==> src/hdl/pmr_pkg.sv <==
/*
  pmr_pkg: constants, register map, field layout, mode enumeration and
  carrier structs for the power-mode and reset sequencer.
  Assumes a single 10 MHz ref_clk and a plain register port.
*/
// Behaviour
// - in normal mode all units powered, each clocked only while in use
// - idle stops the cpu clock, peripherals keep their clocks
// - idle returns to normal on any enabled interrupt, timer ones included
// - sleep entry first puts dram in self-refresh, then shuts the rest down
// - during sleep only the real-time clock keeps running
// - sleep ends only on an interrupt configured beforehand as wake source
// - wake completes in 10 ms with oscillator kept, 160 ms otherwise
// - several reset sources merge into system reset; software can request one
// - record last reset cause: hard, software, watchdog or sleep reset
package pmr_pkg;
    localparam int unsigned CLK_HZ         = 10_000_000;
    localparam int unsigned WAKE_FAST_MS   = 10;
    localparam int unsigned WAKE_SLOW_MS   = 160;
    localparam int unsigned WAKE_FAST_CYC  = WAKE_FAST_MS * (CLK_HZ / 1000);
    localparam int unsigned WAKE_SLOW_CYC  = WAKE_SLOW_MS * (CLK_HZ / 1000);
    localparam int unsigned RST_PULSE_CYC  = 16;

    localparam logic [3:0] ADDR_CTRL       = 4'h0;
    localparam logic [3:0] ADDR_STATUS     = 4'h1;
    localparam logic [3:0] ADDR_CAUSE      = 4'h2;
    localparam logic [3:0] ADDR_WAKE_EN    = 4'h3;
    localparam logic [3:0] ADDR_CLK_REQ    = 4'h4;
    localparam logic [3:0] ADDR_EVT_STAT   = 4'h5;
    localparam logic [3:0] ADDR_EVT_CLR    = 4'h6;
    localparam logic [3:0] ADDR_EVT_EN     = 4'h7;

    // control register fields (write-one actions plus one setting)
    localparam int unsigned CTRL_IDLE_BIT  = 0;
    localparam int unsigned CTRL_SLEEP_BIT = 1;
    localparam int unsigned CTRL_SWRST_BIT = 2;
    localparam int unsigned CTRL_OSC_BIT   = 3;
    localparam logic        OSC_KEEP_RST   = 1'b1;

    // reset cause bits
    localparam int unsigned CAUSE_HARD     = 0;
    localparam int unsigned CAUSE_SOFT     = 1;
    localparam int unsigned CAUSE_WDOG     = 2;
    localparam int unsigned CAUSE_SLEEP    = 3;
    localparam logic [3:0]  CAUSE_RST      = 4'h1;

    // event bits
    localparam int unsigned EVT_IDLE_WAKE  = 0;
    localparam int unsigned EVT_SLEEP_WAKE = 1;
    localparam int unsigned EVT_SR_DONE    = 2;
    localparam int unsigned EVT_W          = 3;

    typedef enum logic [2:0] {
        PM_NORMAL  = 3'b000,
        PM_IDLE    = 3'b001,
        PM_SR_WAIT = 3'b011,
        PM_SLEEP   = 3'b010,
        PM_WAKE    = 3'b110
    } pmr_mode_type;

    typedef struct packed {
        logic        wr;
        logic        rd;
        logic [3:0]  addr;
        logic [31:0] wdata;
    } pmr_bus_type;

    typedef struct packed {
        logic sr_req;
        logic osc_en;
        logic rtc_en;
    } pmr_power_type;
endpackage : pmr_pkg

==> src/hdl/pmr_top.sv <==
/*
  pmr_top: power-mode sequencer (normal, idle, sleep), clock gating
  enables, reset merging with software reset and last-cause record.

  mode flow:
    normal   - cpu clocked, each unit clocked while busy or forced on
    idle     - cpu clock stopped, unit clocks as in normal; any enabled
               interrupt returns to normal
    sr_wait  - self-refresh requested; clocks kept until the memory
               controller acknowledges
    sleep    - only the real-time clock runs; main oscillator as set
               by the keep bit; left only on a wake-enabled interrupt
    wake     - system reset held low for the fast or slow latency,
               then normal with the sleep cause recorded

  register map (word offsets, narrow fields in low bits):
    0 control    w: b0 idle, b1 sleep, b2 soft reset, b3 osc keep (r/w)
    1 status     r: b2:0 mode code, b3 self-refresh acknowledge
    2 cause      r: one-hot b0 hard, b1 soft, b2 watchdog, b3 sleep
    3 wake mask  r/w: interrupts that may end sleep
    4 clock req  r/w: units forced to run
    5 event stat r: b0 idle wake, b1 sleep wake, b2 self-refresh done
    6 event clr  w: write one to clear, reads zero
    7 event en   r/w: events that drive irq

  reset sources:
    rst_b is the hard reset and clears everything; soft reset and
    watchdog start a stretched internal reset that keeps settings;
    neither is taken in sleep, where only the rtc is alive.

  clock gating:
    the enables are registered, so a gate follows its cause by one
    cycle; a unit that needs its clock sooner must be forced on
    through the clock request register.

  timing:
    the wake counts are parameters in ref_clk cycles; their defaults
    give the fast and slow latencies at the nominal clock rate, and a
    bench may shorten them.

  Assumes synchronous inputs on ref_clk and a memory controller that
  acknowledges self-refresh entry with a level; the register port is
  a plain one-cycle strobe bus with read data the cycle after.
*/
`timescale 1ns/1ps
module pmr_top
    import pmr_pkg::*;
#(
    parameter int unsigned NUM_UNITS     = 8,
    parameter int unsigned NUM_IRQ       = 16,
    parameter int unsigned WAKE_FAST_CNT = WAKE_FAST_CYC,
    parameter int unsigned WAKE_SLOW_CNT = WAKE_SLOW_CYC
)
(
    // clock and hard reset
    input  wire logic                 ref_clk,
    input  wire logic                 rst_b,
    // register port
    input  wire pmr_bus_type          bus,
    output logic [31:0]               rdata,
    // other reset sources
    input  wire logic                 wdog_expire,
    // interrupt and unit activity
    input  wire logic [NUM_IRQ-1:0]   irq_pend,
    input  wire logic [NUM_IRQ-1:0]   irq_enable,
    input  wire logic [NUM_UNITS-1:0] unit_busy,
    // memory controller
    input  wire logic                 sr_ack,
    // clock enables and power
    output logic                      cpu_clk_en,
    output logic [NUM_UNITS-1:0]      unit_clk_en,
    output pmr_power_type             power,
    output logic                      sys_rst_b,
    output logic                      irq
);
    localparam logic [27:0] FAST_CNT = 28'(WAKE_FAST_CNT);
    localparam logic [27:0] SLOW_CNT = 28'(WAKE_SLOW_CNT);
    localparam logic [4:0]  PULSE    = 5'(RST_PULSE_CYC);

    pmr_mode_type         mode_reg;
    logic                 osc_keep_reg;
    logic [NUM_IRQ-1:0]   wake_en_reg;
    logic [NUM_UNITS-1:0] clk_req_reg;
    logic [3:0]           cause_reg;
    logic [EVT_W-1:0]     evt_reg;
    logic [EVT_W-1:0]     evt_en_reg;
    logic [27:0]          wake_cnt_reg;
    logic [4:0]           rst_cnt_reg;
    logic                 sleep_rst_reg;

    logic                 wr_ctrl;
    logic                 wr_wake;
    logic                 wr_clk_req;
    logic                 wr_evt_en;
    logic                 wr_evt_clr;
    logic                 rst_allow;
    logic                 clk_mode_on;
    logic [31:0]          rd_mux;
    logic                 any_irq;
    logic                 any_wake;
    logic                 int_rst;
    logic [EVT_W-1:0]     evt_set;

    // decode and wake conditions
    assign wr_ctrl  = bus.wr && bus.addr == ADDR_CTRL;
    assign wr_wake  = bus.wr && bus.addr == ADDR_WAKE_EN;
    assign wr_clk_req = bus.wr && bus.addr == ADDR_CLK_REQ;
    assign wr_evt_en  = bus.wr && bus.addr == ADDR_EVT_EN;
    assign wr_evt_clr = bus.wr && bus.addr == ADDR_EVT_CLR;
    assign any_irq  = |(irq_pend & irq_enable);
    assign any_wake = |(irq_pend & wake_en_reg);
    assign int_rst  = rst_cnt_reg != 5'h00;

    // soft reset and watchdog are ignored in sleep: only the rtc is alive
    // there, and sleep must end on a wake interrupt alone
    assign rst_allow = !int_rst && mode_reg != PM_SLEEP;
    // units may be clocked in every mode where the system is up
    assign clk_mode_on = mode_reg == PM_NORMAL || mode_reg == PM_IDLE
                         || mode_reg == PM_SR_WAIT;

    // mode sequencer; internal reset returns it to normal
    // sleep is only entered through sr_wait, so clocks never drop while
    // the memory still needs refresh from the controller
    always_ff @(posedge ref_clk or negedge rst_b)
    begin
        if (!rst_b)
            mode_reg <= PM_NORMAL;
        else if (int_rst)
            mode_reg <= PM_NORMAL;
        else
        begin
            unique case (mode_reg)
                PM_NORMAL:
                    if (wr_ctrl && bus.wdata[CTRL_SLEEP_BIT])
                        mode_reg <= PM_SR_WAIT;
                    else if (wr_ctrl && bus.wdata[CTRL_IDLE_BIT])
                        mode_reg <= PM_IDLE;
                PM_IDLE:
                    if (any_irq)
                        mode_reg <= PM_NORMAL;
                PM_SR_WAIT:
                    if (sr_ack)
                        mode_reg <= PM_SLEEP;
                PM_SLEEP:
                    if (any_wake)
                        mode_reg <= PM_WAKE;
                PM_WAKE:
                    if (wake_cnt_reg == 28'h0000001)
                        mode_reg <= PM_NORMAL;
                default:
                    mode_reg <= PM_NORMAL;                         // unused codes recover
            endcase
        end
    end

    // wake latency counter; loaded by oscillator setting at wake start
    // a stopped oscillator needs the long count to settle before the
    // system may run again
    always_ff @(posedge ref_clk or negedge rst_b)
    begin
        if (!rst_b)
            wake_cnt_reg <= 28'h0000000;
        else if (mode_reg == PM_SLEEP && any_wake)
            wake_cnt_reg <= osc_keep_reg ? FAST_CNT : SLOW_CNT;
        else if (wake_cnt_reg != 28'h0000000)
            wake_cnt_reg <= wake_cnt_reg - 28'h0000001;
    end

    // sleep oscillator choice; kept across internal resets
    always_ff @(posedge ref_clk or negedge rst_b)
    begin
        if (!rst_b)
            osc_keep_reg <= OSC_KEEP_RST;
        else if (wr_ctrl)
            osc_keep_reg <= bus.wdata[CTRL_OSC_BIT];
    end

    // wake mask, written before sleep; only these lines end sleep
    always_ff @(posedge ref_clk or negedge rst_b)
    begin
        if (!rst_b)
            wake_en_reg <= '0;
        else if (wr_wake)
            wake_en_reg <= bus.wdata[NUM_IRQ-1:0];
    end

    // forced unit clocks, for units whose busy flag comes too late
    always_ff @(posedge ref_clk or negedge rst_b)
    begin
        if (!rst_b)
            clk_req_reg <= '0;
        else if (wr_clk_req)
            clk_req_reg <= bus.wdata[NUM_UNITS-1:0];
    end

    // event enables for the interrupt output
    always_ff @(posedge ref_clk or negedge rst_b)
    begin
        if (!rst_b)
            evt_en_reg <= '0;
        else if (wr_evt_en)
            evt_en_reg <= bus.wdata[EVT_W-1:0];
    end

    // internal reset stretcher: software reset or watchdog; the pulse is
    // stretched so every unit sees it, while settings stay as they were
    always_ff @(posedge ref_clk or negedge rst_b)
    begin
        if (!rst_b)
            rst_cnt_reg <= 5'h00;
        else if (rst_allow && wr_ctrl && bus.wdata[CTRL_SWRST_BIT])
            rst_cnt_reg <= PULSE;
        else if (rst_allow && wdog_expire)
            rst_cnt_reg <= PULSE;
        else if (int_rst)
            rst_cnt_reg <= rst_cnt_reg - 5'h01;
    end

    // a wake from sleep restarts the system, as sleep is a reset
    always_ff @(posedge ref_clk or negedge rst_b)
    begin
        if (!rst_b)
            sleep_rst_reg <= 1'b0;
        else if (mode_reg == PM_SLEEP && any_wake)
            sleep_rst_reg <= 1'b1;
        else if (mode_reg == PM_NORMAL)
            sleep_rst_reg <= 1'b0;
    end

    // last reset cause: one-hot, replaced on each new reset
    always_ff @(posedge ref_clk or negedge rst_b)
    begin
        if (!rst_b)
            cause_reg <= CAUSE_RST;
        else if (rst_allow && wr_ctrl && bus.wdata[CTRL_SWRST_BIT])
            cause_reg <= 4'(1 << CAUSE_SOFT);
        else if (rst_allow && wdog_expire)
            cause_reg <= 4'(1 << CAUSE_WDOG);
        else if (sleep_rst_reg && mode_reg == PM_NORMAL && !int_rst)
            cause_reg <= 4'(1 << CAUSE_SLEEP);
    end

    // system reset: hard reset in async, internal sources registered
    // registering costs one cycle of delay but keeps the output free of
    // glitches from the decode
    always_ff @(posedge ref_clk or negedge rst_b)
    begin
        if (!rst_b)
            sys_rst_b <= 1'b0;
        else
            sys_rst_b <= !int_rst && !(mode_reg == PM_WAKE);
    end

    // cpu clock: on in normal and while self-refresh entry is pending, so
    // software can still poll status; idle, sleep and wake stop it
    always_ff @(posedge ref_clk or negedge rst_b)
    begin
        if (!rst_b)
            cpu_clk_en <= 1'b0;
        else
            cpu_clk_en <= mode_reg == PM_NORMAL || mode_reg == PM_SR_WAIT;
    end

    // per-unit gates: a unit ticks only while busy or forced on; one flop
    // each so the gate can be placed beside its unit
    for (genvar u = 0; u < NUM_UNITS; u++)
    begin : g_unit_clk
        always_ff @(posedge ref_clk or negedge rst_b)
        begin
            if (!rst_b)
                unit_clk_en[u] <= 1'b0;
            else if (clk_mode_on)
                unit_clk_en[u] <= unit_busy[u] | clk_req_reg[u];
            else
                unit_clk_en[u] <= 1'b0;
        end
    end

    // power controls; self-refresh is requested before any clock drops
    // and the oscillator stops only once sleep is reached
    always_ff @(posedge ref_clk or negedge rst_b)
    begin
        if (!rst_b)
            power <= '{sr_req: 1'b0, osc_en: 1'b1, rtc_en: 1'b1};
        else
        begin
            power.rtc_en <= 1'b1;
            power.sr_req <= mode_reg == PM_SR_WAIT || mode_reg == PM_SLEEP;
            power.osc_en <= !(mode_reg == PM_SLEEP && !osc_keep_reg);
        end
    end

    // events: set wins over clear
    // an event landing in the clear cycle stays visible, so software
    // never loses a wake that raced its own acknowledge
    assign evt_set[EVT_IDLE_WAKE]  = mode_reg == PM_IDLE && any_irq;
    assign evt_set[EVT_SLEEP_WAKE] = mode_reg == PM_SLEEP && any_wake;
    assign evt_set[EVT_SR_DONE]    = mode_reg == PM_SR_WAIT && sr_ack;

    always_ff @(posedge ref_clk or negedge rst_b)
    begin
        if (!rst_b)
            evt_reg <= '0;
        else if (wr_evt_clr)
            evt_reg <= (evt_reg & ~bus.wdata[EVT_W-1:0]) | evt_set;
        else
            evt_reg <= evt_reg | evt_set;
    end

    // level interrupt from enabled events
    always_ff @(posedge ref_clk or negedge rst_b)
    begin
        if (!rst_b)
            irq <= 1'b0;
        else
            irq <= |(evt_reg & evt_en_reg);
    end

    // read mux; write-only and unmapped offsets read as zero
    always_comb
    begin
        rd_mux = 32'h00000000;
        case (bus.addr)
            ADDR_CTRL:     rd_mux = 32'({osc_keep_reg, 3'b000});
            ADDR_STATUS:   rd_mux = 32'({sr_ack, mode_reg});
            ADDR_CAUSE:    rd_mux = 32'(cause_reg);
            ADDR_WAKE_EN:  rd_mux = 32'(wake_en_reg);
            ADDR_CLK_REQ:  rd_mux = 32'(clk_req_reg);
            ADDR_EVT_STAT: rd_mux = 32'(evt_reg);
            ADDR_EVT_EN:   rd_mux = 32'(evt_en_reg);
            default:       rd_mux = 32'h00000000;
        endcase
    end

    // read data, one cycle after the strobe and zero otherwise, so a
    // bus that ors several slaves needs no extra select
    always_ff @(posedge ref_clk or negedge rst_b)
    begin
        if (!rst_b)
            rdata <= 32'h00000000;
        else if (bus.rd)
            rdata <= rd_mux;
        else
            rdata <= 32'h00000000;
    end
endmodule : pmr_top

==> config.mk <==
export PLATFORM = sky130hd
export DESIGN_NAME = pmr_top
export DESIGN_NICKNAME = d
export VERILOG_FILES = /design/src/hdl/pmr_pkg.sv /design/src/hdl/pmr_top.sv
export SDC_FILE = /design/constraint.sdc
export NUM_CORES = 1
export LEC_CHECK = 0
export ABC_AREA = 1
export BUFFER_PORTS_ARGS = -buffer_cell sky130_fd_sc_hd__buf_2
export CORE_MARGIN = 2
export CORE_UTILIZATION = 36
export CTS_CLUSTER_DIAMETER = 200
export DETAILED_ROUTE_END_ITERATION = 8
export SLEW_MARGIN = 40
export SYNTH_ARGS = -nofsm -noshare
export SYNTH_HDL_FRONTEND = slang
export SYNTH_SLANG_ARGS = --single-unit
==> constraint.sdc <==
create_clock -name ref_clk -period 5.2 [get_ports ref_clk]
set_clock_uncertainty 0.2 [all_clocks]
set_input_delay 0.26 -clock ref_clk [delete_from_list [all_inputs] [get_ports ref_clk]]
set_output_delay 0.26 -clock ref_clk [all_outputs]
set_load 0.05 [all_outputs]
# Word level (Yosys, flattened, before mapping)
# Index checks and enable logic that the tools add are counted.
# classes
n_bitwise	15
n_eq_ne	18
reduce_logical	38
muxes	30
n_addsub	2
# op_table
op	count
$pmux 16 s7	1
$mux 28	2
$and 16x16->16	2
$reduce_or 16->1	2
$eq 28x1->1 const B	1
$reduce_bool 28->1	1
$sub 28x1->28 const B	1
$mux 3	8
$mux 21	1
$logic_and 1x1->1	18
$eq 4x3->1 const B	4
$mux 16	1
$mux 5	3
$pmux 3 s5	1
$mux 4	3
$ne 3x3->1 const B	4
$mux 1	10
$eq 4x2->1 const B	2
$or 1x1->1	8
$and 3x3->3	2
$eq 3x2->1 const B	2
$or 3x3->3	2
$reduce_bool 3->1	2
$reduce_and 5->1	1
14 further kinds	21
# word_totals
wordCells	127
reg_bits	117
in_bits	82
output_inout_bits	46

# Longest topological paths before layout
# depth
ltp_word	7
ltp_mapped	10
mapped_depth_nobuf	10

# Worst setup path before layout
# No wires, ideal clock.
# synth_path
path_type	register to register
start	reg rst_cnt_reg[0]
end	reg rst_cnt_reg[1]
setup_ns	0.126
arrival_ns	1.359
stages_incl_launch_ff	10
path_buffers	0
synth_period_minus_slack_ns	1.685
required_time_ns	4.874
path_slack_ns	3.515
path_cell_list	dfrtp_1 -> inv_1 -> ha_1 -> nand2_1 -> nor2_4 -> nand2_1 -> nor2_1 -> nor2_4 -> nand2_1 -> o22ai_1
# synth_between
elab_chain_cells	6
word_cells_on_any_way	11
classes_between	add/sub (1); mux (3); reduce/logical (7)
# synth_rtl
item	line_no	source
start, declared	pmr_top.sv:88	logic [4:0] rst_cnt_reg;
start signal, assigned	pmr_top.sv:216	rst_cnt_reg <= rst_cnt_reg - 5'h01;
branches (longest 6 deep; another with $sub 5x1->5)	-	
# Parallel ways; which one is timed is not known. The select of a mux whose other input is x is not followed.
# A chain may end at the register's enable or synchronous reset.

# Final worst setup path
# layout_path
start	reg wake_en_reg[0]
end	reg wake_cnt_reg[0]
# layout_between
elab_chain_cells	4
word_cells_on_any_way	5
classes_between	mux (1); bitwise (1); reduce/logical (3)
# layout_rtl
item	line_no	source
start, declared	pmr_top.sv:82	logic [NUM_IRQ-1:0] wake_en_reg;
start signal, assigned	pmr_top.sv:184	wake_en_reg <= bus.wdata[NUM_IRQ-1:0];
$and 16x16->16 *	pmr_top.sv:111	assign any_wake = |(irq_pend & wake_en_reg);
$reduce_or 16->1 *	pmr_top.sv:111	
$logic_and 1x1->1 *	pmr_top.sv:163	else if (mode_reg == PM_SLEEP && any_wake)
$mux 28 / $reduce_bool 2->1 (equally long branches)	-	
end signal, assigned	pmr_top.sv:164	wake_cnt_reg <= osc_keep_reg ? FAST_CNT : SLOW_CNT;
end signal, assigned	pmr_top.sv:166	wake_cnt_reg <= wake_cnt_reg - 28'h0000001;
end, declared	pmr_top.sv:87	logic [27:0] wake_cnt_reg;
# Every way passes the cells marked *; elsewhere a longest branch is shown, timed or not.

==> results.cfg <==
[grt]
grt_pass1_vias = 4332
grt_remaining_overflow = 0
grt.total_usage_pct = 16.54
antenna_found_initial = 0
grt_pass1_wl_mm = 20.92
grt_max_degree = 58

[worst_hold_path]
hold_path_class = in2reg
hp-start = sr_ack
hold-path-cell-count = 3

[final_layout]
largest_reg_flops = 28
diodes = 0
fillerInstances = 1454
multiInputGateArea_um2 = 2300
post_layout_nonfiller_instances = 962
seqCellArea_um2 = 2531
nets = 859
post_route_cells_drive_above_1_share_pct = 19.54
final_cell_area_um2 = 6345
syn_to_final_growth_pct = 21.46

[worst_setup_path]
cp_max_fo = 23
path_class = reg2reg
endpoint_kind = flip-flop
startpoint = wake_en_reg[0]$_DFFE_PN0P_
cp.arrival_ps = 2030
crit_required_ps = 5270
rr_startpoint = wake_en_reg[0]$_DFFE_PN0P_
r2r_cells = 9
cp-start-kind = flip-flop

[placed_design]
hpwl_mm = 9.029
gp_congestion = 0.8504
place_area_um2 = 5801
dp.cells = 921
port_buffers = 94

[yosys]
synth-simple-area-share_pct = 30.66
synth_top_cell_area_share_pct = 46.95
synth_seq_area_share_pct = 48.46
yosysTopAreaCell = dfrtp_1
yosysWarnings = 0
muxShareOfSynthArea_pct = 0
synthTopCellsByArea = dfrtp_1 47%, nand2_1 12%, nor2_1 7.5%
yosysUniqueCellTypes = 38
synth-compound-area-share_pct = 7.617
netlist_instances = 652
ys_seq_elements = 101
synthesis.area_um2 = 5224
avgSynthCellArea_um2 = 8.012
yosys.area_share.xor_xnor_pct = 3.521
synth_fa_ha_area_share_pct = 0.9581
synth_top_family_by_area = simple AND/OR/NAND/NOR gates

[die]
die_h_um = 124.5
die_x_um = 124.5
core_area_um2 = 14370
die_area_um2 = 15490
io-pin-count = 128
core.rowCount = 44
initial_core_util_pct = 36.35

[sta]
period_minus_slack_ps = 1962
hold_violations = 0
grt_setup_unrepaired = no
fmaxAchievable_mhz = 509.8
setup_viol = 0
period_share_pct = 37.72
maxSlewHeadroom_pct = 53.11
worstMarginPinSlew_ps = 703.4
drv_slew = 0
tns_ps = 0

[outcome]
status = finished, final reports clean

[job]
maxCapViolations = 0

[clocking]
cts.path.max_buffers = 2
numCtsBuffers = 9
path_clk_slew_ps = 70
cts.sinks = 101
cts_setup_buffers = 0
root_buffer = clkbuf_16
cts_max_level = 3
cts_tree = yes
cts_hold_buf = 25
cts_resized = 0
clk_latency_ps = 360

[power]
p_per_area_nw_per_um2 = 405.8
p_sw_uw = 989.6
clockPowerShare_pct = 25.8
switching_share_pct = 38.44
irDropWorstVdd_uv = 181.0
leakagePower_nw = 3.254
p_seq_share_pct = 42.9
p_int_mw = 1.585
combPwrFrac_pct = 31.3

[detailed_routing]
drc = 0
dr.pass1.iters = 5
wl_per_cell_um = 12.66
viasPerCell = 4.501
dr_total_vias = 4330
drt_iter0_drc = 179
postRouteAntennaNets = 0
drt-total-wl_mm = 12.18
==> path summary, 6_finish.rpt <==
| check | endpoint | slack, ps |
|---|---|---|
| worst min register to register | wake_cnt_reg[1]$_DFFE_PN0P_ | 290 |
| worst min-delay path | evt_reg[2]$_DFF_PN0_ | 60 |
| worst max register to register | wake_cnt_reg[0]$_DFFE_PN0P_ | 3240 |
| max in group asynchronous | evt_en_reg[1]$_DFFE_PN0P_ | 3420 |
| min in group asynchronous | rdata[13]$_DFF_PN0_ | 260 |
| worst max-delay path | wake_cnt_reg[0]$_DFFE_PN0P_ | 3240 |
==> kinds of logic after synthesis <==
| kind of cell | count (synthesis) |
|---|---|
| and+or+nand+nor | 357 |
| DFF | 101 |
| buffers and inverters | 94 |
| AOI/OAI and AO/OA | 73 |
| xor gates and xnor gates | 21 |
| adders and majority gates | 4 |
| other | 2 |
==> final cells by class <==
type / count / area share, %
Sequential cell: 101 / 39.89
Multi-Input combinational cell: 472 / 36.25
Timing Repair Buffer: 120 / 11.52
Inverter: 69 / 4.082
Tap cell: 184 / 3.628
Clock buffer: 9 / 3.550
Clock inverter: 7 / 1.085
==> stage by stage <==
stage	worst slack [ps]	utilization, %	total power, mW	hold WS [ps]
final	3238	44.16	2.575	58.38
after global routing	3016	44.16	2.775	83.15
after CTS	3211	44.16	2.603	42.87
after detailed placement	3225	40.37	1.911	97.80
after global placement	3089	40.35	1.902	100.1
after floorplan	3515	-	1.721	-235.6
==> power groups by stage <==
stage          Clock, mW  Sequential [mW]  Combinational (mW)
2_1_floorplan          0             1.14               0.584
3_3_place_gp           0             1.12               0.785
3_5_place_dp           0             1.11               0.797
4_1_cts            0.686             1.10               0.813
5_1_grt            0.715             1.13               0.929
6_report           0.665             1.10               0.806
==> synthesized netlist by cell type (all sizes together) <==
| cell | count |
|---|---|
| a21boi | 1 |
| a21oi | 28 |
| a31o | 1 |
| a32o | 2 |
| buf | 25 |
| conb | 2 |
| dfrtp | 98 |
| dfstp | 3 |
| ha | 4 |
| inv | 69 |
| nand2 | 178 |
| nand3 | 33 |
| nand4 | 9 |
| nor2 | 122 |
| nor3 | 14 |
| nor3b | 1 |
| o21a | 1 |
| o21ai | 35 |
| o21bai | 1 |
| o221ai | 1 |
| o22ai | 3 |
| xnor2 | 6 |
| xor2 | 15 |
==> layer usage <==
layer  GRT usage (%)  vias up  wire length [um]
met5               0        -                 0
met2           27.58       84              5768
met1           21.61     1973              5725
li1                -     2260                 -
met3           4.167       13               516
met4           4.098        0               169
==> cell usage in the layout (no fill, tap or decap), types with 2 or more instances in the layout <==
master,synthesis,layout
a21oi_1,28,28
a32o_1,2,2
buf_2,4,93
buf_4,18,2
clkbuf_16,0,9
clkinvlp_4,0,2
conb_1,2,17
dfrtp_1,98,98
dfstp_2,3,3
dlygate4sd3_1,0,25
ha_1,4,4
inv_1,63,63
inv_2,6,6
inv_6,0,2
nand2_1,173,172
nand2_2,4,5
nand3_1,30,30
nand3_2,2,2
nand4_1,9,9
nor2_1,105,105
nor2_2,7,7
nor2_4,8,8
nor2_8,2,2
nor3_1,11,11
nor3_2,2,2
o21ai_0,28,28
o21ai_1,6,6
o22ai_1,3,3
xnor2_1,6,6
xor2_1,15,15
==> worst max-delay path, stage by stage (launching register included) <==
cell and delay (ps):
dfrtp_1 400, nand2_1 70, nand2_1 50, nor2_1 120, nand2_1 100, nor2_4 200
nor2_8 100, inv_2 330, nand2_1 120, o21ai_0 190
Note: power is estimated with default switching activity, not from simulation.
